[src/include/scs_pkg.sv]
// Purpose: shared constants for the servo command scaling block
// Assumes: 20 MHz mclk_i, 16-bit register port, 4-bit register address
// Notes:   register offsets are word indices on the plain register port
//
// Overview of operation
// output encoder counts equal input pulses times numerator over denominator, 10000 per rev.
// numerators and denominator accept any value, giving any gear ratio; the gear takes a denominator of 0 as 1.
// host should keep the gear ratio between 1/50 and 50; not enforced.
// motor speed tracks pulse frequency times ratio; 500 kHz at unity is 3000 rpm.
// dynamic gear enable, default off; when 1 the select input may switch numerators.
// select off uses numerator one, select on numerator two, same denominator.
// host sends no pulses within 10 ms either side of a select change.
// speed mode follows analog command magnitude, reversing when the command is negative.
// zero speed clamp input forces the speed command to zero.
// a zero offset trim, default zero, is added to the analog command.
// analog command is scaled by a gain setting, default 300.
// invert setting, default 0, reverses analog command polarity before use.
// speed source select setting defaults to 1.
// source select 0 uses the preset speed, 1 the analog command.
// control method 0 is position, 1 is speed, 6 is torque.
// travel limit ignore setting, default 0; when 1 limit inputs are disregarded.
// motor energised and run lamp lit only with servo enable and no alarm.
// gear remainder carried between pulses so no motion is lost or gained.
// a select change takes effect only at a pulse boundary with nothing pending.
`default_nettype none

package scs_pkg;

  // ---------------------------------------------------------------
  // register port geometry
  // ---------------------------------------------------------------
  localparam int unsigned SCS_DW = 16;
  localparam int unsigned SCS_AW = 4;

  // ---------------------------------------------------------------
  // register offsets
  // ---------------------------------------------------------------
  localparam logic [3:0] SCS_ADDR_CTRL = 4'h0;
  localparam logic [3:0] SCS_ADDR_NUM1 = 4'h1;
  localparam logic [3:0] SCS_ADDR_DEN = 4'h2;
  localparam logic [3:0] SCS_ADDR_NUM2 = 4'h3;
  localparam logic [3:0] SCS_ADDR_GAIN = 4'h4;
  localparam logic [3:0] SCS_ADDR_TRIM = 4'h5;
  localparam logic [3:0] SCS_ADDR_PRESET = 4'h6;
  localparam logic [3:0] SCS_ADDR_STATUS = 4'h8;
  localparam logic [3:0] SCS_ADDR_POSCNT = 4'h9;

  // ---------------------------------------------------------------
  // control register fields
  // ---------------------------------------------------------------
  localparam int unsigned SCS_CTRL_METHOD_LSB = 0;
  localparam int unsigned SCS_CTRL_DYN_GEAR = 3;
  localparam int unsigned SCS_CTRL_INVERT = 4;
  localparam int unsigned SCS_CTRL_SRC_SEL = 5;
  localparam int unsigned SCS_CTRL_LIM_IGN = 6;
  localparam logic [15:0] SCS_CTRL_MASK = 16'h007f;

  // ---------------------------------------------------------------
  // status register fields
  // ---------------------------------------------------------------
  localparam int unsigned SCS_STAT_MOTOR = 0;
  localparam int unsigned SCS_STAT_GSEL = 1;
  localparam int unsigned SCS_STAT_CLAMP = 2;
  localparam int unsigned SCS_STAT_BUSY = 3;
  localparam int unsigned SCS_STAT_FLIM = 4;
  localparam int unsigned SCS_STAT_RLIM = 5;

  // ---------------------------------------------------------------
  // reset values
  // ---------------------------------------------------------------
  localparam logic [15:0] SCS_RST_CTRL = 16'h0020;
  localparam logic [15:0] SCS_RST_NUM1 = 16'h0001;
  localparam logic [15:0] SCS_RST_DEN = 16'h0001;
  localparam logic [15:0] SCS_RST_NUM2 = 16'h0001;
  localparam logic [15:0] SCS_RST_GAIN = 16'h012c;
  localparam logic [15:0] SCS_RST_TRIM = 16'h0000;
  localparam logic [15:0] SCS_RST_PRESET = 16'h0000;

  // ---------------------------------------------------------------
  // scaling constants
  // ---------------------------------------------------------------
  localparam int unsigned SCS_COUNTS_PER_REV = 10000;
  localparam int unsigned SCS_GAIN_SHIFT = 8;
  localparam int unsigned SCS_ACC_W = 24;

  // ---------------------------------------------------------------
  // control methods
  // ---------------------------------------------------------------
  typedef enum logic [2:0] {
    SCS_MODE_POS = 3'b000,
    SCS_MODE_SPEED = 3'b001,
    SCS_MODE_TORQUE = 3'b110
  } scs_mode_e;

endpackage : scs_pkg

`default_nettype wire

[src/logic/scs_gear_div.sv]
// Purpose: electronic gear, turns command pulses into encoder counts
// Assumes: pulse_i is a one-cycle strobe on mclk_i
// Notes:   counts leave at most every other cycle so each has a low phase
`default_nettype none

module scs_gear_div
  import scs_pkg::*;
(
  // clock and reset
  input wire logic mclk_i,
  input wire logic sys_rst_i,
  // command side
  input wire logic pulse_i,
  input wire logic dir_i,
  input wire logic [15:0] num1_i,
  input wire logic [15:0] num2_i,
  input wire logic [15:0] den_i,
  input wire logic dyn_en_i,
  input wire logic sel_i,
  // count side
  output logic count_o,
  output logic dir_o,
  output logic sel_o,
  output logic busy_o
);

  typedef struct packed {
    logic [SCS_ACC_W-1:0] acc;
    logic sel;
    logic cnt;
    logic dir;
  } scs_gear_s;

  scs_gear_s st_ff;
  scs_gear_s nxt_st;
  logic [SCS_ACC_W-1:0] den_e;
  logic [SCS_ACC_W-1:0] num_e;
  logic emit;

  // remainder accumulator: add numerator per pulse, take denominator per count
  always_comb begin
    nxt_st = st_ff;
    den_e = (den_i == 16'h0000) ? 24'h000001 : {8'h00, den_i};
    num_e = (dyn_en_i && st_ff.sel) ? {8'h00, num2_i} : {8'h00, num1_i};
    emit = !st_ff.cnt && (st_ff.acc >= den_e);
    nxt_st.acc = st_ff.acc + (pulse_i ? num_e : 24'h000000)
                 - (emit ? den_e : 24'h000000);
    nxt_st.cnt = emit;
    if (pulse_i) begin
      nxt_st.dir = dir_i;
    end
    // select only moves when nothing is owed and no pulse is arriving
    if (!pulse_i && !emit && (st_ff.acc < den_e)) begin
      nxt_st.sel = sel_i;
    end
  end

  // state register
  always_ff @(posedge mclk_i) begin
    if (sys_rst_i) begin
      st_ff <= '0;
    end else begin
      st_ff <= nxt_st;
    end
  end

  assign count_o = st_ff.cnt;
  assign dir_o = st_ff.dir;
  assign sel_o = st_ff.sel;
  assign busy_o = (st_ff.acc >= den_e);

  step_gap_a: assert property (@(posedge mclk_i) disable iff (sys_rst_i)
    count_o |=> !count_o) else $error("gear count held two cycles");

  emit_cause_a: assert property (@(posedge mclk_i) disable iff (sys_rst_i)
    !count_o && (st_ff.acc >= den_e) && !pulse_i |=>
      count_o && (st_ff.acc == $past(st_ff.acc) - $past(den_e)))
    else $error("owed count not emitted or remainder wrong");

  sel_boundary_a: assert property (@(posedge mclk_i) disable iff (sys_rst_i)
    (st_ff.sel != $past(st_ff.sel)) |-> ($past(st_ff.acc) < $past(den_e)) && !$past(pulse_i))
    else $error("gear select moved mid pulse");

endmodule : scs_gear_div

`default_nettype wire

[src/logic/servo_command_scaling.sv]
// Purpose: command conditioning for a servo drive, position and speed paths
// Assumes: pins are asynchronous to mclk_i; adc and alarm come from mclk_i logic
// Notes:   register port reads answer one cycle after the strobe
//
// The implementer's own choices: the register addresses and strobed register access.
`default_nettype none

module servo_command_scaling (
  // clock and reset
  input wire logic mclk_i,
  input wire logic sys_rst_i,
  // register port
  input wire logic [scs_pkg::SCS_AW-1:0] addr_i,
  input wire logic [scs_pkg::SCS_DW-1:0] wr_data_i,
  input wire logic wr_i,
  input wire logic rd_i,
  output logic [scs_pkg::SCS_DW-1:0] rd_data_o,
  // command pins from the host controller
  input wire logic cmd_pulse_i,
  input wire logic cmd_dir_i,
  input wire logic gear_select_input_i,
  input wire logic zero_speed_clamp_input_i,
  input wire logic servo_enable_input_i,
  input wire logic fwd_limit_i,
  input wire logic rev_limit_i,
  // on-chip inputs
  input wire logic alarm_i,
  input wire logic [15:0] adc_speed_i,
  input wire logic adc_valid_i,
  // drive outputs
  output logic pos_step_o,
  output logic pos_dir_o,
  output logic [15:0] speed_mag_o,
  output logic speed_rev_o,
  output logic motor_on_o,
  output logic run_led_o
);
  import scs_pkg::*;

  // ---------------------------------------------------------------
  // pin synchroniser indices
  // ---------------------------------------------------------------
  localparam int unsigned PIN_PULSE = 0;
  localparam int unsigned PIN_DIR = 1;
  localparam int unsigned PIN_GSEL = 2;
  localparam int unsigned PIN_CLAMP = 3;
  localparam int unsigned PIN_SON = 4;
  localparam int unsigned PIN_FLIM = 5;
  localparam int unsigned PIN_RLIM = 6;

  // ---------------------------------------------------------------
  // state
  // ---------------------------------------------------------------
  typedef struct packed {
    logic [6:0] sync1;
    logic [6:0] sync2;
    logic pulse_d;
    logic [15:0] ctrl;
    logic [15:0] num1;
    logic [15:0] den;
    logic [15:0] num2;
    logic [15:0] gain;
    logic [15:0] trim;
    logic [15:0] preset;
    logic [15:0] rdata;
    logic [15:0] poscnt;
    logic [15:0] speed_mag;
    logic speed_rev;
    logic step;
    logic dir;
    logic motor;
  } scs_state_s;

  scs_state_s st_ff;
  scs_state_s nxt_st;

  // ---------------------------------------------------------------
  // helpers
  // ---------------------------------------------------------------

  // clip a wide signed product to 16-bit signed range
  function automatic logic [15:0] scs_sat16(input logic signed [34:0] v);
    logic [15:0] r;
    if (v > 35'sd32767) begin
      r = 16'h7fff;
    end else if (v < -35'sd32768) begin
      r = 16'h8000;
    end else begin
      r = v[15:0];
    end
    return r;
  endfunction : scs_sat16

  // ---------------------------------------------------------------
  // decode of settings and synchronised pins
  // ---------------------------------------------------------------
  logic [2:0] mode;
  logic lim_ign;
  logic fwd_block;
  logic rev_block;
  logic pulse_edge;
  logic gear_pulse;
  logic son_ok;
  logic g_count;
  logic g_dir;
  logic g_sel;
  logic g_busy;
  logic signed [16:0] src;
  logic signed [16:0] pol;
  logic signed [17:0] sum;
  logic signed [34:0] prod;
  logic signed [34:0] scaled;
  logic [15:0] sat;
  logic [15:0] status;

  // pin levels are only read from the second synchroniser stage
  always_comb begin
    mode = st_ff.ctrl[SCS_CTRL_METHOD_LSB +: 3];
    lim_ign = st_ff.ctrl[SCS_CTRL_LIM_IGN];
    fwd_block = st_ff.sync2[PIN_FLIM] && !lim_ign;
    rev_block = st_ff.sync2[PIN_RLIM] && !lim_ign;
    pulse_edge = st_ff.sync2[PIN_PULSE] && !st_ff.pulse_d;
    son_ok = st_ff.sync2[PIN_SON] && !alarm_i;
    // pulses reach the gear only in position mode with the motor live
    gear_pulse = pulse_edge && (mode == SCS_MODE_POS) && st_ff.motor
                 && !(st_ff.sync2[PIN_DIR] ? fwd_block : rev_block);
  end

  // ---------------------------------------------------------------
  // electronic gear
  // ---------------------------------------------------------------
  scs_gear_div u_gear (
    .mclk_i(mclk_i),
    .sys_rst_i(sys_rst_i),
    .pulse_i(gear_pulse),
    .dir_i(st_ff.sync2[PIN_DIR]),
    .num1_i(st_ff.num1),
    .num2_i(st_ff.num2),
    .den_i(st_ff.den),
    .dyn_en_i(st_ff.ctrl[SCS_CTRL_DYN_GEAR]),
    .sel_i(st_ff.sync2[PIN_GSEL]),
    .count_o(g_count),
    .dir_o(g_dir),
    .sel_o(g_sel),
    .busy_o(g_busy)
  );

  // ---------------------------------------------------------------
  // speed path arithmetic
  // ---------------------------------------------------------------

  // source, polarity, trim, gain, saturate
  always_comb begin
    src = st_ff.ctrl[SCS_CTRL_SRC_SEL] ? {adc_speed_i[15], adc_speed_i}
                                       : {st_ff.preset[15], st_ff.preset};
    pol = st_ff.ctrl[SCS_CTRL_INVERT] ? -src : src;
    sum = {pol[16], pol} + {{2{st_ff.trim[15]}}, st_ff.trim};
    prod = sum * $signed({1'b0, st_ff.gain});
    scaled = prod >>> SCS_GAIN_SHIFT;
    sat = scs_sat16(scaled);
  end

  // status word assembled from live state
  always_comb begin
    status = 16'h0000;
    status[SCS_STAT_MOTOR] = st_ff.motor;
    status[SCS_STAT_GSEL] = g_sel;
    status[SCS_STAT_CLAMP] = st_ff.sync2[PIN_CLAMP];
    status[SCS_STAT_BUSY] = g_busy;
    status[SCS_STAT_FLIM] = st_ff.sync2[PIN_FLIM];
    status[SCS_STAT_RLIM] = st_ff.sync2[PIN_RLIM];
  end

  // ---------------------------------------------------------------
  // next state
  // ---------------------------------------------------------------
  always_comb begin
    nxt_st = st_ff;
    // two-stage pin synchroniser and pulse edge history
    nxt_st.sync1 = {rev_limit_i, fwd_limit_i, servo_enable_input_i,
                    zero_speed_clamp_input_i, gear_select_input_i, cmd_dir_i,
                    cmd_pulse_i};
    nxt_st.sync2 = st_ff.sync1;
    nxt_st.pulse_d = st_ff.sync2[PIN_PULSE];

    // register writes
    if (wr_i) begin
      case (addr_i)
        SCS_ADDR_CTRL: nxt_st.ctrl = wr_data_i & SCS_CTRL_MASK;
        SCS_ADDR_NUM1: nxt_st.num1 = wr_data_i;
        SCS_ADDR_DEN: nxt_st.den = wr_data_i;
        SCS_ADDR_NUM2: nxt_st.num2 = wr_data_i;
        SCS_ADDR_GAIN: nxt_st.gain = wr_data_i;
        SCS_ADDR_TRIM: nxt_st.trim = wr_data_i;
        SCS_ADDR_PRESET: nxt_st.preset = wr_data_i;
        default: nxt_st.ctrl = st_ff.ctrl;
      endcase
    end

    // read data stands for one cycle only, zero otherwise
    nxt_st.rdata = 16'h0000;
    if (rd_i) begin
      case (addr_i)
        SCS_ADDR_CTRL: nxt_st.rdata = st_ff.ctrl;
        SCS_ADDR_NUM1: nxt_st.rdata = st_ff.num1;
        SCS_ADDR_DEN: nxt_st.rdata = st_ff.den;
        SCS_ADDR_NUM2: nxt_st.rdata = st_ff.num2;
        SCS_ADDR_GAIN: nxt_st.rdata = st_ff.gain;
        SCS_ADDR_TRIM: nxt_st.rdata = st_ff.trim;
        SCS_ADDR_PRESET: nxt_st.rdata = st_ff.preset;
        SCS_ADDR_STATUS: nxt_st.rdata = status;
        SCS_ADDR_POSCNT: nxt_st.rdata = st_ff.poscnt;
        default: nxt_st.rdata = 16'h0000;
      endcase
    end

    // motor enable and run lamp
    nxt_st.motor = son_ok;

    // encoder count stream, one count per scaled step
    nxt_st.step = g_count;
    nxt_st.dir = g_dir;
    if (g_count) begin
      nxt_st.poscnt = g_dir ? st_ff.poscnt + 16'h0001 : st_ff.poscnt - 16'h0001;
    end

    // speed command: refreshed per sample, forced to zero when not allowed
    if (adc_valid_i || !st_ff.ctrl[SCS_CTRL_SRC_SEL]) begin
      nxt_st.speed_rev = sat[15];
      nxt_st.speed_mag = sat[15] ? (16'h0000 - sat) : sat;
      if ((sat[15] && rev_block) || (!sat[15] && fwd_block)) begin
        nxt_st.speed_mag = 16'h0000;
        nxt_st.speed_rev = 1'b0; // no reverse flag on a stopped axis
      end
    end
    if ((mode != SCS_MODE_SPEED) || !son_ok || st_ff.sync2[PIN_CLAMP]) begin
      nxt_st.speed_mag = 16'h0000;
      nxt_st.speed_rev = 1'b0;
    end
  end

  // ---------------------------------------------------------------
  // state register
  // ---------------------------------------------------------------
  always_ff @(posedge mclk_i) begin
    if (sys_rst_i) begin
      st_ff <= '0;
      st_ff.ctrl <= SCS_RST_CTRL;
      st_ff.num1 <= SCS_RST_NUM1;
      st_ff.den <= SCS_RST_DEN;
      st_ff.num2 <= SCS_RST_NUM2;
      st_ff.gain <= SCS_RST_GAIN;
      st_ff.trim <= SCS_RST_TRIM;
      st_ff.preset <= SCS_RST_PRESET;
    end else begin
      st_ff <= nxt_st;
    end
  end

  // ---------------------------------------------------------------
  // outputs
  // ---------------------------------------------------------------
  assign rd_data_o = st_ff.rdata;
  assign pos_step_o = st_ff.step;
  assign pos_dir_o = st_ff.dir;
  assign speed_mag_o = st_ff.speed_mag;
  assign speed_rev_o = st_ff.speed_rev;
  assign motor_on_o = st_ff.motor;
  assign run_led_o = st_ff.motor;

  // ---------------------------------------------------------------
  // checks
  // ---------------------------------------------------------------
  reset_ctrl_a: assert property (@(posedge mclk_i)
    sys_rst_i |=> (rd_data_o == 16'h0000) && (st_ff.ctrl == 16'h0020)
      && (st_ff.gain == 16'h012c)) else $error("bad reset settings");

  alarm_off_a: assert property (@(posedge mclk_i) disable iff (sys_rst_i)
    alarm_i || !st_ff.sync2[PIN_SON] |=> !motor_on_o && !run_led_o)
    else $error("motor live during alarm or without enable");

  clamp_zero_a: assert property (@(posedge mclk_i) disable iff (sys_rst_i)
    st_ff.sync2[PIN_CLAMP] |=> (speed_mag_o == 16'h0000))
    else $error("speed not clamped");

  rd_idle_a: assert property (@(posedge mclk_i) disable iff (sys_rst_i)
    rd_i && (addr_i == SCS_ADDR_NUM1) |=> rd_data_o == $past(st_ff.num1) ##1
      (rd_data_o == 16'h0000 || $past(rd_i))) else $error("read data wrong");

  torque_idle_a: assert property (@(posedge mclk_i) disable iff (sys_rst_i)
    (mode != SCS_MODE_POS)[*3] |-> !pos_step_o)
    else $error("steps outside position mode");

  speed_sign_a: assert property (@(posedge mclk_i) disable iff (sys_rst_i)
    speed_rev_o |-> (speed_mag_o != 16'h0000 || $past(sat) == 16'h0000)
      && (mode == SCS_MODE_SPEED || $past(mode) == SCS_MODE_SPEED))
    else $error("reverse flag without speed mode");

  limit_stop_a: assert property (@(posedge mclk_i) disable iff (sys_rst_i)
    adc_valid_i && fwd_block && !sat[15] |=> (speed_mag_o == 16'h0000))
    else $error("speed commanded into a blocked limit");

endmodule : servo_command_scaling

`default_nettype wire

[config.mk]
export PLATFORM = sky130hd
export DESIGN_NAME = servo_command_scaling
export DESIGN_NICKNAME = d
export VERILOG_FILES = /design/src/include/scs_pkg.sv /design/src/logic/scs_gear_div.sv /design/src/logic/servo_command_scaling.sv
export SDC_FILE = /design/constraint.sdc
export NUM_CORES = 1
export LEC_CHECK = 0
export BUFFER_PORTS_ARGS = -buffer_cell sky130_fd_sc_hd__buf_2
export CORE_ASPECT_RATIO = 1.4
export CORE_MARGIN = 10
export CORE_UTILIZATION = 38
export DETAILED_ROUTE_END_ITERATION = 10
export PLACE_DENSITY_LB_ADDON = 0.08
export SETUP_SLACK_MARGIN = 0.2
export SLEW_MARGIN = 25
export SYNTH_ARGS = -nofsm -noshare
export SYNTH_HDL_FRONTEND = slang
export SYNTH_HIERARCHICAL = 1
export SYNTH_SLANG_ARGS = --single-unit
export TNS_END_PERCENT = 30
[constraint.sdc]
create_clock -name mclk_i -period 33.9 [get_ports mclk_i]
set_input_delay 3.39 -clock mclk_i [delete_from_list [all_inputs] [get_ports mclk_i]]
set_output_delay 3.39 -clock mclk_i [all_outputs]
set_load 0.01 [all_outputs]
# Word level (Yosys, flattened, before mapping)
# Index checks and enable logic that the tools add are counted.
[word_totals] inputBits=49 register_bits=197
[classes] n_mux=13 n_mul=1 add_sub_neg=7 bitwise=1 n_reduce_logical=39 order_cmp=4 n_eq_ne=9
[ops] operator="case mux 16 bit (9 select lines)" count=1
[ops] operator="2-to-1 mux 16 bit" count=6
[ops] operator="2-to-1 mux 17 bit" count=3
[ops] operator="2-to-1 mux 24 bit" count=2
[ops] operator="multiplier 18 x 17 -> 35 bit" count=1
[ops] operator="> comparator 27 x 16 -> 1 bit, second input constant" count=1
[ops] operator="< comparator 27 x 16 -> 1 bit, second input constant" count=1
[ops] operator="adder 24 bit" count=1
[ops] operator=">= comparator 24 bit" count=1
[ops] operator="< comparator 24 bit" count=1
[ops] operator="subtractor 24 bit" count=1
[ops] operator="adder 17 x 16 -> 18 bit" count=1
[ops] operator="negation 17 bit" count=1
[ops] operator="adder 16 x 1 -> 16 bit, second input constant" count=1
[ops] operator="logical NOT 16 bit" count=1
[ops] operator="subtractor 1 x 16 -> 16 bit, first input constant" count=1
[ops] operator="subtractor 16 x 1 -> 16 bit, second input constant" count=1
[ops] operator="AND reduction 2 bit" count=7
[ops] operator="logical AND 1 bit" count=13
[ops] operator="== test 4 x 3 -> 1 bit, second input constant" count=3
[ops] operator="logical NOT 1 bit" count=10
[ops] operator="== test 4 x 2 -> 1 bit, second input constant" count=2
[ops] operator="== test 4 bit, second input constant" count=2
[ops] operator="== test 4 x 1 -> 1 bit, second input constant" count=1
[ops] operator="7 further kinds" count=11

# Longest topological paths before layout
# Gate-level depths: netlist (run 1).
[logic_depth] depth_word=12 depth_mapped=50

# Modules after synthesis
# The synthesis (run 1) kept the hierarchy.
[by_module_without_submodules] module="servo_command_scaling" cells_each=2503 seq_area_each_um2=3403.3 instances=1 area_each_um2=20611.0
[by_module_without_submodules] module="scs_gear_div" cells_each=435 seq_area_each_um2=540.5 instances=1 area_each_um2=3378.2

# Least setup slack after synthesis (run 1)
# Ideal clock, no wire load.
[synth_timing] path_kind="input -> register" start="in adc_speed_i[1]" end="reg st_ff (netlist bit speed_mag_o[14])" path_stages=48 required_time_ps=33774 t_arrival_ps=13915 setup_time_ps=126 path_buffers=3 slack_ps=19859 path_cell_list="mux2_2 inv_1 ha_1 mux2_2 ha_1 a21o_1 a21oi_1 o21ai_0 a21oi_1 o21ai_0 a21oi_1 o211ai_1 nand2_1 o211ai_1 o31ai_1 clkbuf_1 nand2_1 fa_1 [... 12 more ...] a21oi_1 o21ai_0 a221o_1 a31o_2 nor2_1 nand4b_1 a31oi_1 nand4b_1 nand2_1 a21o_1 ha_1 nand2b_1 nor3_1 nand3_1 or4_1 a21oi_1 nand3b_1 a21oi_1"
[synth_via] elab_chain_cells=12 word_cells_on_any_way=16 cone_classes="add/sub (3); mul (1); order compare (2); mux (6); reduce/logical (4)"
[synth_rtl] item="from (decl)" line="servo_command_scaling.sv:28" rtl="input wire logic [15:0] adc_speed_i,"
[synth_rtl] item="2-to-1 mux 17 bit *" line="servo_command_scaling.sv:154" rtl="src = st_ff.ctrl[SCS_CTRL_SRC_SEL] ? {adc_speed_i[15], adc_speed_i}"
[synth_rtl] item="negation 17 bit" line="servo_command_scaling.sv:156" rtl="pol = st_ff.ctrl[SCS_CTRL_INVERT] ? -src : src;"
[synth_rtl] item="2-to-1 mux 17 bit *" line="servo_command_scaling.sv:156"
[synth_rtl] item="adder 17 x 16 -> 18 bit *" line="servo_command_scaling.sv:157" rtl="sum = {pol[16], pol} + {{2{st_ff.trim[15]}}, st_ff.trim};"
[synth_rtl] item="multiplier 18 x 17 -> 35 bit *" line="servo_command_scaling.sv:158" rtl="prod = sum * $signed({1'b0, st_ff.gain});"
[synth_rtl] item="< comparator 27 x 16 -> 1 bit" line="servo_command_scaling.sv:86" rtl="end else if (v < -35'sd32768) begin"
[synth_rtl] item="2-to-1 mux 16 bit" line="servo_command_scaling.sv:86"
[synth_rtl] item="2-to-1 mux 16 bit *" line="servo_command_scaling.sv:84" rtl="if (v > 35'sd32767) begin"
[synth_rtl] item="branches (longest 3 deep; another with subtractor 1 x 16 -> 16 bit)"
[synth_rtl] item="2-to-1 mux 17 bit *" line="servo_command_scaling.sv:231" rtl="if ((sat[15] && rev_block) || (!sat[15] && fwd_block)) begin"
[synth_rtl] item="to (signal assigned)" line="servo_command_scaling.sv:256" rtl="st_ff <= nxt_st;"
[synth_rtl] item="to (decl)" line="servo_command_scaling.sv:74" rtl="scs_state_s st_ff;"
# Every way passes the cells marked *.
# A chain may end at the register's enable or synchronous reset.

# Worst setup path after layout (run 1)
[layout_timing] start="in adc_speed_i[0]" end="reg st_ff (netlist bit speed_mag_o[14])"
# Same word-level chain as after synthesis.

==> impl_metrics.py, run 1 <==
metrics = {
    "die": {
        "core.rowCount": 108,
        "io_pins": 86,
        "die_w_um": 232,
        "core_area_mm2": 0.0623,
        "die_y_um": 317,
        "initial_core_util_pct": 38.5,
        "die_area_mm2": 0.0737,
    },
    "pwr": {
        "ir_worst_vdd_uv": 109,
        "leakagePower_nw": 11.4,
        "p_per_area_mw_per_mm2": 103,
    },
    "final_layout": {
        "nets": 3415,
        "syn2layout_area_growth_pct": 6.86,
        "n_antenna_cell": 0,
        "post-route-util_pct": 41.2,
        "drive_above_1_share_pct": 6.98,
        "final_area_mm2": 0.0256,
        "layout.cells.non_filler": 3735,
    },
    "timing": {
        "period_needed_ns": 15.52,
        "finalSetupViolCount": 0,
        "skew_ns": 0.0278,
        "fin_setup_tns_ns": 0,
        "worst_pin_slew_ns": 1.05,
        "fin_crit_sh_pct": 45.8,
        "hold_viol": 0,
        "rsz0062_at_grt": "no",
        "maxSlewViolCount": 0,
        "holdWs_ns": 0.447,
        "fmax_mhz": 64.4,
        "max_slew_margin_pct": 29.7,
    },
    "cts": {
        "clock-root-buffer": "clkbuf_16",
        "numCtsBuffers": 17,
        "htree_levels": 4,
        "cts_tree": "done",
        "clk_path_buf_depth": 2,
        "cts_setup_buffers": 0,
        "cts.sinks": 197,
        "cts_resized": 0,
        "cts-hold-fix-buffers": 0,
        "clock_latency_ns": 0.52,
        "clk_pin_slew_worst_paths_ns": 0.09,
    },
    "detailed_routing": {
        "drc": 0,
        "vias": 19968,
        "dr.pass1.iters": 7,
        "avgRoutedWirePerCell_um": 20.9,
        "ant_nets": 0,
        "via_per_inst": 5.35,
        "finalWirelength_um": 78000,
        "first_iter_violations": 1178,
    },
    "global_route": {
        "grt_pass1_wl_um": 122000,
        "grt_max_degree": 89,
        "grt.busiest_layer": "met2",
        "antenna_found_initial": 0,
        "grt_use_met3_pct": 2.52,
        "grt_pass1_vias": 20876,
        "globalRouteTotalUtil_pct": 21.4,
        "overflow": 0,
        "grtUsageMet2_pct": 40.5,
        "use_met1_pct": 23.6,
    },
    "yosys": {
        "ys_seq_elements": 197,
        "synth_edf_count": 0,
        "seq_area_frac_synth_pct": 16.4,
        "async_flop_share_pct": 0,
        "synth_area_mm2": 0.0240,
        "synth_cells": 2938,
        "synth_nets": 3456,
        "yosys.cell_types.count": 92,
        "synth_top_flop_cell": "dfxtp_1",
        "avgSynthCellArea_um2": 8.17,
        "yosys_warnings": 6,
    },
    "hold_path": {
        "hold_end": "st_ff[166]",
        "worstHoldStart": "nxt_st[166]",
        "whs_path_depth": 1,
        "hp-class": "reg -> reg",
    },
    "placement": {
        "routabilityCongestion": 0.874,
        "portBuffers": 85,
        "dp_cells": 3703,
        "place_hpwl_um": 63100,
        "postPlaceCellArea_mm2": 0.0250,
    },
    "worst_setup_path": {
        "r2r_slack_ns": 20.47,
        "required_ns": 34.25,
        "critPathKind": "in -> reg",
        "path_max_fanout": 16,
        "slowest_delay_ns": 0.76,
        "slowest_stage": "a2111oi_0",
        "worst_path_most_repeated_cell": "fa_1",
        "crit_arrival_ns": 15.87,
        "end_kind": "register",
        "reg2reg_depth": 46,
        "r2r_end": "speed_mag_o[14]",
        "startpoint_type": "primary input",
        "r2r-start": "st_ff[153]",
    },
    "flow_run": {
        "drv_cap": 0,
    },
    "status": {
        "status": "complete, no violations",
    },
}
[critical path, delay by kind of cell]
family                     cells  cell delay [ns]
buffers and inverters          5             0.31
AOI/OAI and AO/OA             13             4.13
and+or+nand+nor               14             3.10
adders and majority gates      9             4.33
muxes                          1             0.32
xor gates and xnor gates       2             0.25
[logic make-up (layout without fill, tap and decap cells)]
kind of cell    Yosys count  after routing  synth area share [%]
fa+ha+maj               475            475                  34.2
xor+xnor                 91             91                  3.40
mux                      45             45                  1.92
simple gates           1017           1017                  19.9
buf+inv                 607            579                  10.1
flops                   197            197                  16.4
compound gates          506            506                  14.0
[power by group]
part	switching, mW	internal (mW)	leakage (nW)
Sequential	0.0224	0.256	1.60
Clock	0.128	0.105	0.309
Combinational	1.34	0.794	9.50
[worst max path at each step]
stage / slack [ns] / endpoint / startpoint / cells after the start
global placement: 18.32 / speed_mag_o[14] / adc_speed_i[6] / 46
global route: 17.46 / speed_mag_o[14] / adc_speed_i[0] / 44
floorplan: 19.86 / speed_mag_o[14] / adc_speed_i[1] / 48
finish: 18.38 / speed_mag_o[14] / adc_speed_i[0] / 44
CTS: 18.37 / speed_mag_o[14] / adc_speed_i[0] / 44
detailed placement: 17.87 / speed_mag_o[14] / adc_speed_i[0] / 44
[Yosys cell counts (6+ instances only)]
master,count,share of area [%]
and3_1,18,0.47
or2_2,7,0.18
and4_1,6,0.22
nand2b_1,19,0.50
nor2_1,97,1.5
nor2b_1,45,1.2
nand2_2,10,0.26
dfxtp_1,197,16
or3_1,8,0.21
a21boi_0,17,0.53
o31ai_1,6,0.19
nor4_1,15,0.39
maj3_1,6,0.25
mux2i_1,36,1.5
buf_4,33,1.0
nand4_1,19,0.50
nor3_1,36,0.75
nand3b_1,12,0.38
o21ai_1,8,0.17
clkbuf_1,136,2.1
o21ai_0,59,1.2
o211ai_1,20,0.63
a222oi_1,14,0.58
xor2_1,33,1.2
a211oi_1,10,0.31
a21o_1,32,1.0
nor3b_1,8,0.25
and2_1,124,3.2
a31oi_1,30,0.78
o21bai_1,10,0.31
a22oi_1,35,1.1
nand3_1,37,0.77
inv_1,425,6.6
nand2_1,536,8.4
xnor2_1,57,2.1
fa_1,303,25
a21oi_1,180,3.8
ha_1,166,8.7
a22o_1,10,0.37
[sequential cells by signal, indices dropped and copies added, names as in the netlist]
register and flops:
lim_ign 1, pos_dir_o 1, mode 3, nxt_st 8, motor_on_o 1, pos_step_o 1, u_gear/dir_o 1, u_gear/sel_o 1
u_gear/count_o 1, rd_data_o 16, speed_rev_o 1, st_ff 122, speed_mag_o 16, u_gear/st_ff 24
[placed cells by master, fill, tap and decap left out, drive strengths merged, types with 7 or more instances in the layout]
| master | Yosys | layout |
|---|---|---|
| nor4 | 16 | 16 |
| fa | 303 | 303 |
| and3 | 18 | 18 |
| a21o | 32 | 32 |
| or3 | 8 | 8 |
| o21bai | 10 | 10 |
| nor3b | 8 | 8 |
| a211oi | 11 | 11 |
| mux2i | 36 | 36 |
| mux2 | 9 | 9 |
| a22o | 10 | 10 |
| or2 | 8 | 8 |
| nand3b | 12 | 12 |
| o211ai | 20 | 20 |
| a21boi | 17 | 17 |
| nand3 | 37 | 37 |
| inv | 425 | 435 |
| a222oi | 14 | 14 |
| nand4 | 19 | 19 |
| nor3 | 37 | 37 |
| ha | 166 | 166 |
| nor2b | 45 | 45 |
| nand2b | 19 | 19 |
| a31oi | 31 | 31 |
| and2 | 125 | 125 |
| buf | 44 | 121 |
| a21oi | 180 | 180 |
| dfxtp | 197 | 197 |
| o31ai | 7 | 7 |
| nand2 | 546 | 546 |
| clkbuf | 137 | 17 |
| a22oi | 35 | 35 |
| xor2 | 34 | 34 |
| o21ai | 67 | 67 |
| nor2 | 97 | 97 |
| xnor2 | 57 | 57 |
[metrics by stage]
step	worst slack, ns	power, mW
2_1_floorplan	19.86	1.86
3_3_place_gp	18.32	2.40
3_5_place_dp	17.87	2.41
4_1_cts	18.37	2.66
5_1_grt	17.46	2.91
6_report	18.38	2.65
[layer usage]
layer | part of all wire, % | wire [µm] | up-vias
met5 | 0 | 0 | -
met4 | 4.0 | 3080 | 0
met3 | 3.3 | 2600 | 115
met2 | 54 | 42200 | 445
met1 | 39 | 30100 | 9987
li1 | - | - | 9421
[final cells by class]
class	instances	area (µm²)
timing repair buffer	121	698
tap	825	1030
fill	6411	36700
clock buffer	17	425
inverter	426	1600
multi-input combinational	2134	17700
clock inverter	15	224
sequential	197	3940
No activity file was read; power rests on OpenSTA's default activity.
==> run 2, diff against run 1 <==
==> constraint.sdc (replaced) <==
create_clock -name mclk_i -period 14.6 [get_ports mclk_i]
set_input_delay 1.46 -clock mclk_i [delete_from_list [all_inputs] [get_ports mclk_i]]
set_output_delay 1.46 -clock mclk_i [all_outputs]
set_load 0.01 [all_outputs]
==> run 2 against run 1 <==
Effect of this change: first-iteration DRC count grew 7.8%; routed wire length shrank 1.6%; clock-buffer cell count grew 2; global-route usage shrank 0.40 points; clock skew grew 0.00075 ns; register-to-register slack lost 19 ns; critical path depth grew 2; sequential share of layout area is essentially flat; total power grew 130%; die area is the same; cell count is essentially flat; non-clock buffer count shrank 2; critical endpoint unchanged.
==> impl_metrics.py, run 2 (synthesis gave the netlist of run 1 again) <==
metrics = {
    "worst_setup_path": {
        "slowest_stage": "o31ai_2",
        "required_ns": 14.95,
        "r2r_slack_ns": 1.70,
        "worst_path_most_repeated_cell": "a21oi_1",
        "slowest_delay_ns": 0.69,
        "startpoint_type": "primary input",
        "cp_num_buf_inv": 5,
        "crit_arrival_ns": 13.68,
        "path_max_fanout": 14,
        "critPathKind": "in -> reg",
        "crit_family": "adder cells",
        "end_kind": "register",
    },
    "final_layout": {
        "drive_above_1_share_pct": 6.88,
        "layout_commonest_cell": "nand2_1",
        "multi_input_area_mm2": 0.0177,
        "n_antenna_cell": 0,
        "nets": 3413,
        "syn2layout_area_growth_pct": 6.61,
        "top_register": "st_ff",
        "largestRegisters": "st_ff x122, u_gear/st_ff x24",
        "fillers": 6395,
        "largest_reg_flops": 122,
        "mostFrequentLayoutCells": "nand2_1 (536), inv_1 (425), fa_1 (303)",
        "seq_area_mm2": 0.00394,
    },
    "die": {
        "die_y_um": 317,
        "core.rowCount": 108,
        "core_area_mm2": 0.0623,
        "die_w_um": 232,
        "initial_core_util_pct": 38.5,
        "io_pins": 86,
        "die_area_mm2": 0.0737,
    },
    "global_route": {
        "grt_max_degree": 146,
        "grt_pass1_wl_um": 120000,
        "globalRouteTotalUtil_pct": 21.0,
        "grt_pass1_vias": 21067,
        "overflow": 0,
        "antenna_found_initial": 2,
    },
    "flow_run": {
        "drv_cap": 0,
    },
    "timing": {
        "maxSlewViolCount": 0,
        "skew_ns": 0.0285,
        "finalSetupViolCount": 0,
        "fmax_mhz": 75.0,
        "hold_viol": 0,
        "fin_setup_tns_ns": 0,
        "setup_slack_ns": 1.27,
        "max_slew_margin_pct": 26.4,
        "rsz0062_at_grt": "no",
        "worst_pin_slew_ns": 1.10,
        "period_needed_ns": 13.33,
        "fin_crit_sh_pct": 91.3,
    },
    "placement": {
        "portBuffers": 85,
        "dpl_worst_slack_ns": 0.764,
        "routabilityCongestion": 0.895,
        "place_hpwl_um": 62100,
    },
    "cts": {
        "cts_tree": "done",
        "clock-root-buffer": "clkbuf_16",
        "cts_resized": 0,
        "clock_latency_ns": 0.51,
        "cts-hold-fix-buffers": 0,
        "cts.sinks": 197,
        "htree_levels": 4,
        "numCtsBuffers": 17,
        "clk_pin_slew_worst_paths_ns": 0.08,
        "cts_setup_buffers": 0,
        "clk_path_buf_depth": 2,
    },
    "detailed_routing": {
        "via_per_inst": 5.37,
        "drc": 0,
        "finalWirelength_um": 76800,
        "vias": 20042,
        "avgRoutedWirePerCell_um": 20.6,
        "first_iter_violations": 1270,
        "dr.pass1.iters": 9,
        "ant_nets": 0,
    },
    "pwr": {
        "ir_worst_vdd_uv": 238,
        "intPower_mw": 2.67,
        "p_per_area_mw_per_mm2": 237,
        "leakagePower_nw": 11.4,
        "pwr-share-comb_pct": 81.1,
        "switchingPower_mw": 3.40,
        "clockPowerShare_pct": 8.3,
        "p_sw_share_pct": 56.0,
        "power_frac_seq_pct": 10.7,
    },
    "status": {
        "status": "complete, no violations",
    },
    "hold_path": {
        "hp-class": "reg -> reg",
    },
}
## run 2: through the flow
step | util [%] | power, mW | hold WS, ns | cell area, µm² | instances
2_1_floorplan | - | 4.33 | 0.414 | 24000 | 2938
3_3_place_gp | 40.1 | 5.51 | 0.419 | 25000 | 3701
3_5_place_dp | 40.1 | 5.55 | 0.422 | 25000 | 3701
4_1_cts | 41.0 | 6.09 | 0.442 | 25600 | 3733
5_1_grt | 41.1 | 6.68 | 0.451 | 25600 | 3733
6_report | 41.1 | 6.07 | 0.441 | 25600 | 3733
## run 2: final timing paths
path                   from              end  cells after the start
min reg2reg     nxt_st[171]       st_ff[171]                      1
max          adc_speed_i[1]  speed_mag_o[14]                     46
min             nxt_st[171]       st_ff[171]                      1
max reg2reg      st_ff[153]  speed_mag_o[14]                     46
## run 2: layout make-up
class	instances	share of cell area [%]
timing repair buffer	119	2.72
tap	825	4.04
sequential	197	15.4
clock inverter	13	0.621
clock buffer	19	1.73
multi-input combinational	2134	69.2
inverter	426	6.25
## run 2: layer usage
metal,vias to the layer above,global-route usage (%),routed length [µm]
li1,9425,-,-
met1,9971,22.6,29000
met2,510,40.4,42100
met3,136,2.94,2770
met4,0,8.41,2990
met5,-,0,0
## run 2: power by group through the flow
stage / Clock, mW / Combinational (mW) / Sequential [mW]
2_1_floorplan: 0 / 3.69 / 0.640
3_3_place_gp: 0 / 4.85 / 0.660
3_5_place_dp: 0 / 4.89 / 0.660
4_1_cts: 0.514 / 4.92 / 0.648
5_1_grt: 0.534 / 5.49 / 0.655
6_report: 0.502 / 4.92 / 0.647
==> run 3, diff against run 2 <==
--- a/config.mk
+++ b/config.mk
@@ -11,6 +11,7 @@
 export CORE_UTILIZATION = 38
 export DETAILED_ROUTE_END_ITERATION = 10
 export PLACE_DENSITY_LB_ADDON = 0.08
+export RECOVER_POWER = 50
 export SETUP_SLACK_MARGIN = 0.2
 export SLEW_MARGIN = 25
 export SYNTH_ARGS = -nofsm -noshare
==> run 3 against run 2 <==
Effect of this change: the run now ends with capacitance limit, slew limit left; hold slack hardly changed; cell count hardly changed; total power hardly changed; core utilization is 0.13 points lower; clock skew hardly changed; critical path type unchanged; largest cell class unchanged; highest routed layer unchanged.
==> impl_metrics.py, run 3 (synthesis gave the netlist of run 1 again) <==
metrics = {
    "pwr": {
        "leakagePower_nw": 11.2,
        "ir_worst_vdd_uv": 241,
        "p_per_area_mw_per_mm2": 238,
        "p_total_mw": 6.08,
    },
    "global_route": {
        "grt_max_degree": 146,
        "overflow": 0,
        "grt_pass1_wl_um": 120000,
        "antenna_found_initial": 1,
        "grt_pass1_vias": 21067,
        "globalRouteTotalUtil_pct": 21.0,
    },
    "detailed_routing": {
        "highest_layer": "met4",
        "wl_met1_um": 29300,
        "ant_nets": 0,
        "vias": 19989,
        "first_iter_violations": 1206,
        "drc": 0,
        "dr_wl_met2_um": 42000,
        "dr.pass1.iters": 6,
        "wl_met3_um": 2660,
        "finalWirelength_um": 76900,
        "via_per_inst": 5.35,
        "avgRoutedWirePerCell_um": 20.6,
    },
    "worst_setup_path": {
        "crit_arrival_ns": 13.70,
        "slowest_stage": "o31ai_2",
        "path_max_fanout": 14,
        "slowest_delay_ns": 0.69,
        "cp_num_buf_inv": 5,
        "startpoint_type": "primary input",
        "end_kind": "register",
        "crit_family": "adder cells",
        "worst_path_most_repeated_cell": "a21oi_1",
        "required_ns": 14.94,
        "critPathKind": "in -> reg",
        "r2r_slack_ns": 1.68,
    },
    "timing": {
        "fin_setup_tns_ns": 0,
        "finalSetupViolCount": 0,
        "period_needed_ns": 13.35,
        "skew_ns": 0.0285,
        "fin_crit_sh_pct": 91.5,
        "fmax_mhz": 74.9,
        "maxSlewViolCount": 176,
        "worst_pin_slew_ns": 6.87,
        "rsz0062_at_grt": "no",
        "setup_slack_ns": 1.25,
        "hold_viol": 0,
        "holdWs_ns": 0.441,
        "max_slew_margin_pct": -358,
    },
    "final_layout": {
        "syn2layout_area_growth_pct": 6.27,
        "layout_commonest_cell": "nand2_1",
        "top_register": "st_ff",
        "largestRegisters": "st_ff x122, u_gear/st_ff x24",
        "fillers": 6411,
        "mostFrequentLayoutCells": "nand2_1 (536), inv_1 (425), fa_1 (303)",
        "layout.cells.non_filler": 3734,
        "drive_above_1_share_pct": 5.36,
        "largest_reg_flops": 122,
        "nets": 3413,
        "final_area_mm2": 0.0255,
        "post-route-util_pct": 40.9,
    },
    "hold_path": {
        "hp-class": "reg -> reg",
    },
    "die": {
        "initial_core_util_pct": 38.5,
        "io_pins": 86,
        "core.rowCount": 108,
        "core_area_mm2": 0.0623,
        "die_w_um": 232,
        "die_y_um": 317,
        "die_area_mm2": 0.0737,
    },
    "placement": {
        "dpl_worst_slack_ns": 0.764,
        "routabilityCongestion": 0.895,
        "place_hpwl_um": 62100,
        "dp_cells": 3701,
        "postPlaceCellArea_mm2": 0.0250,
        "portBuffers": 85,
    },
    "cts": {
        "clock-root-buffer": "clkbuf_16",
        "numCtsBuffers": 17,
        "cts.sinks": 197,
        "cts_tree": "done",
        "clk_path_buf_depth": 2,
        "clock_latency_ns": 0.51,
        "cts_resized": 0,
        "clk_pin_slew_worst_paths_ns": 0.08,
        "cts_setup_buffers": 0,
        "htree_levels": 4,
        "cts-hold-fix-buffers": 0,
    },
    "status": {
        "status": "finished, violations left",
        "failed_checks": "capacitance limit, slew limit",
    },
    "flow_run": {
        "drv_cap": 2,
    },
}
==> run 3: cell types whose count changed in the layout (fill, tap and decap cells not counted), sizes merged <==
cell    change
diode       +1
clkbuf     +43
buf        -43
==> run 3: layout make-up <==
class	count	area, µm²	area share, %
inverters	426	1600	6.27
clock inverters	13	159	0.623
repair buffers	119	617	2.42
flip-flops and latches	197	3940	15.5
diodes	1	2.50	0.00982
multi-input cells	2134	17700	69.4
clock buffers	19	443	1.74
well taps	825	1030	4.05
==> run 3: worst paths after layout <==
| path | end | startpoint | depth (start not counted) |
|---|---|---|---|
| setup reg to reg | speed_mag_o[14] | st_ff[153] | 46 |
| hold reg to reg | u_gear/sel_o | st_ff[167] | 2 |
| hold / removal | u_gear/sel_o | st_ff[167] | 2 |
| setup / recovery | speed_mag_o[14] | adc_speed_i[1] | 46 |
==> run 3: power breakdown <==
part	switching (mW)	total, mW	internal [mW]
combinational	3.09	4.92	1.84
sequential	0.0519	0.648	0.596
clock	0.268	0.503	0.235
total	3.41	6.08	2.67
==> run 3: worst register-to-register path: cells and delay by family, from the launching register on <==
kind	cells	cell delay [ns]
adder cells (fa/ha/maj)	8	3.84
XOR/XNOR	3	1.06
buffers and inverters	4	0.80
AO/OA/AOI/OAI	12	3.06
flip-flops	1	0.38
AND/OR/NAND/NOR	18	3.29
multiplexers	1	0.32
==> run 3: layer usage <==
metal / vias up / global-route usage [%]
met5: - / 0
met4: 0 / 8.41
met3: 136 / 2.94
met2: 489 / 40.4
met1: 9946 / 22.6
li1: 9418 / -
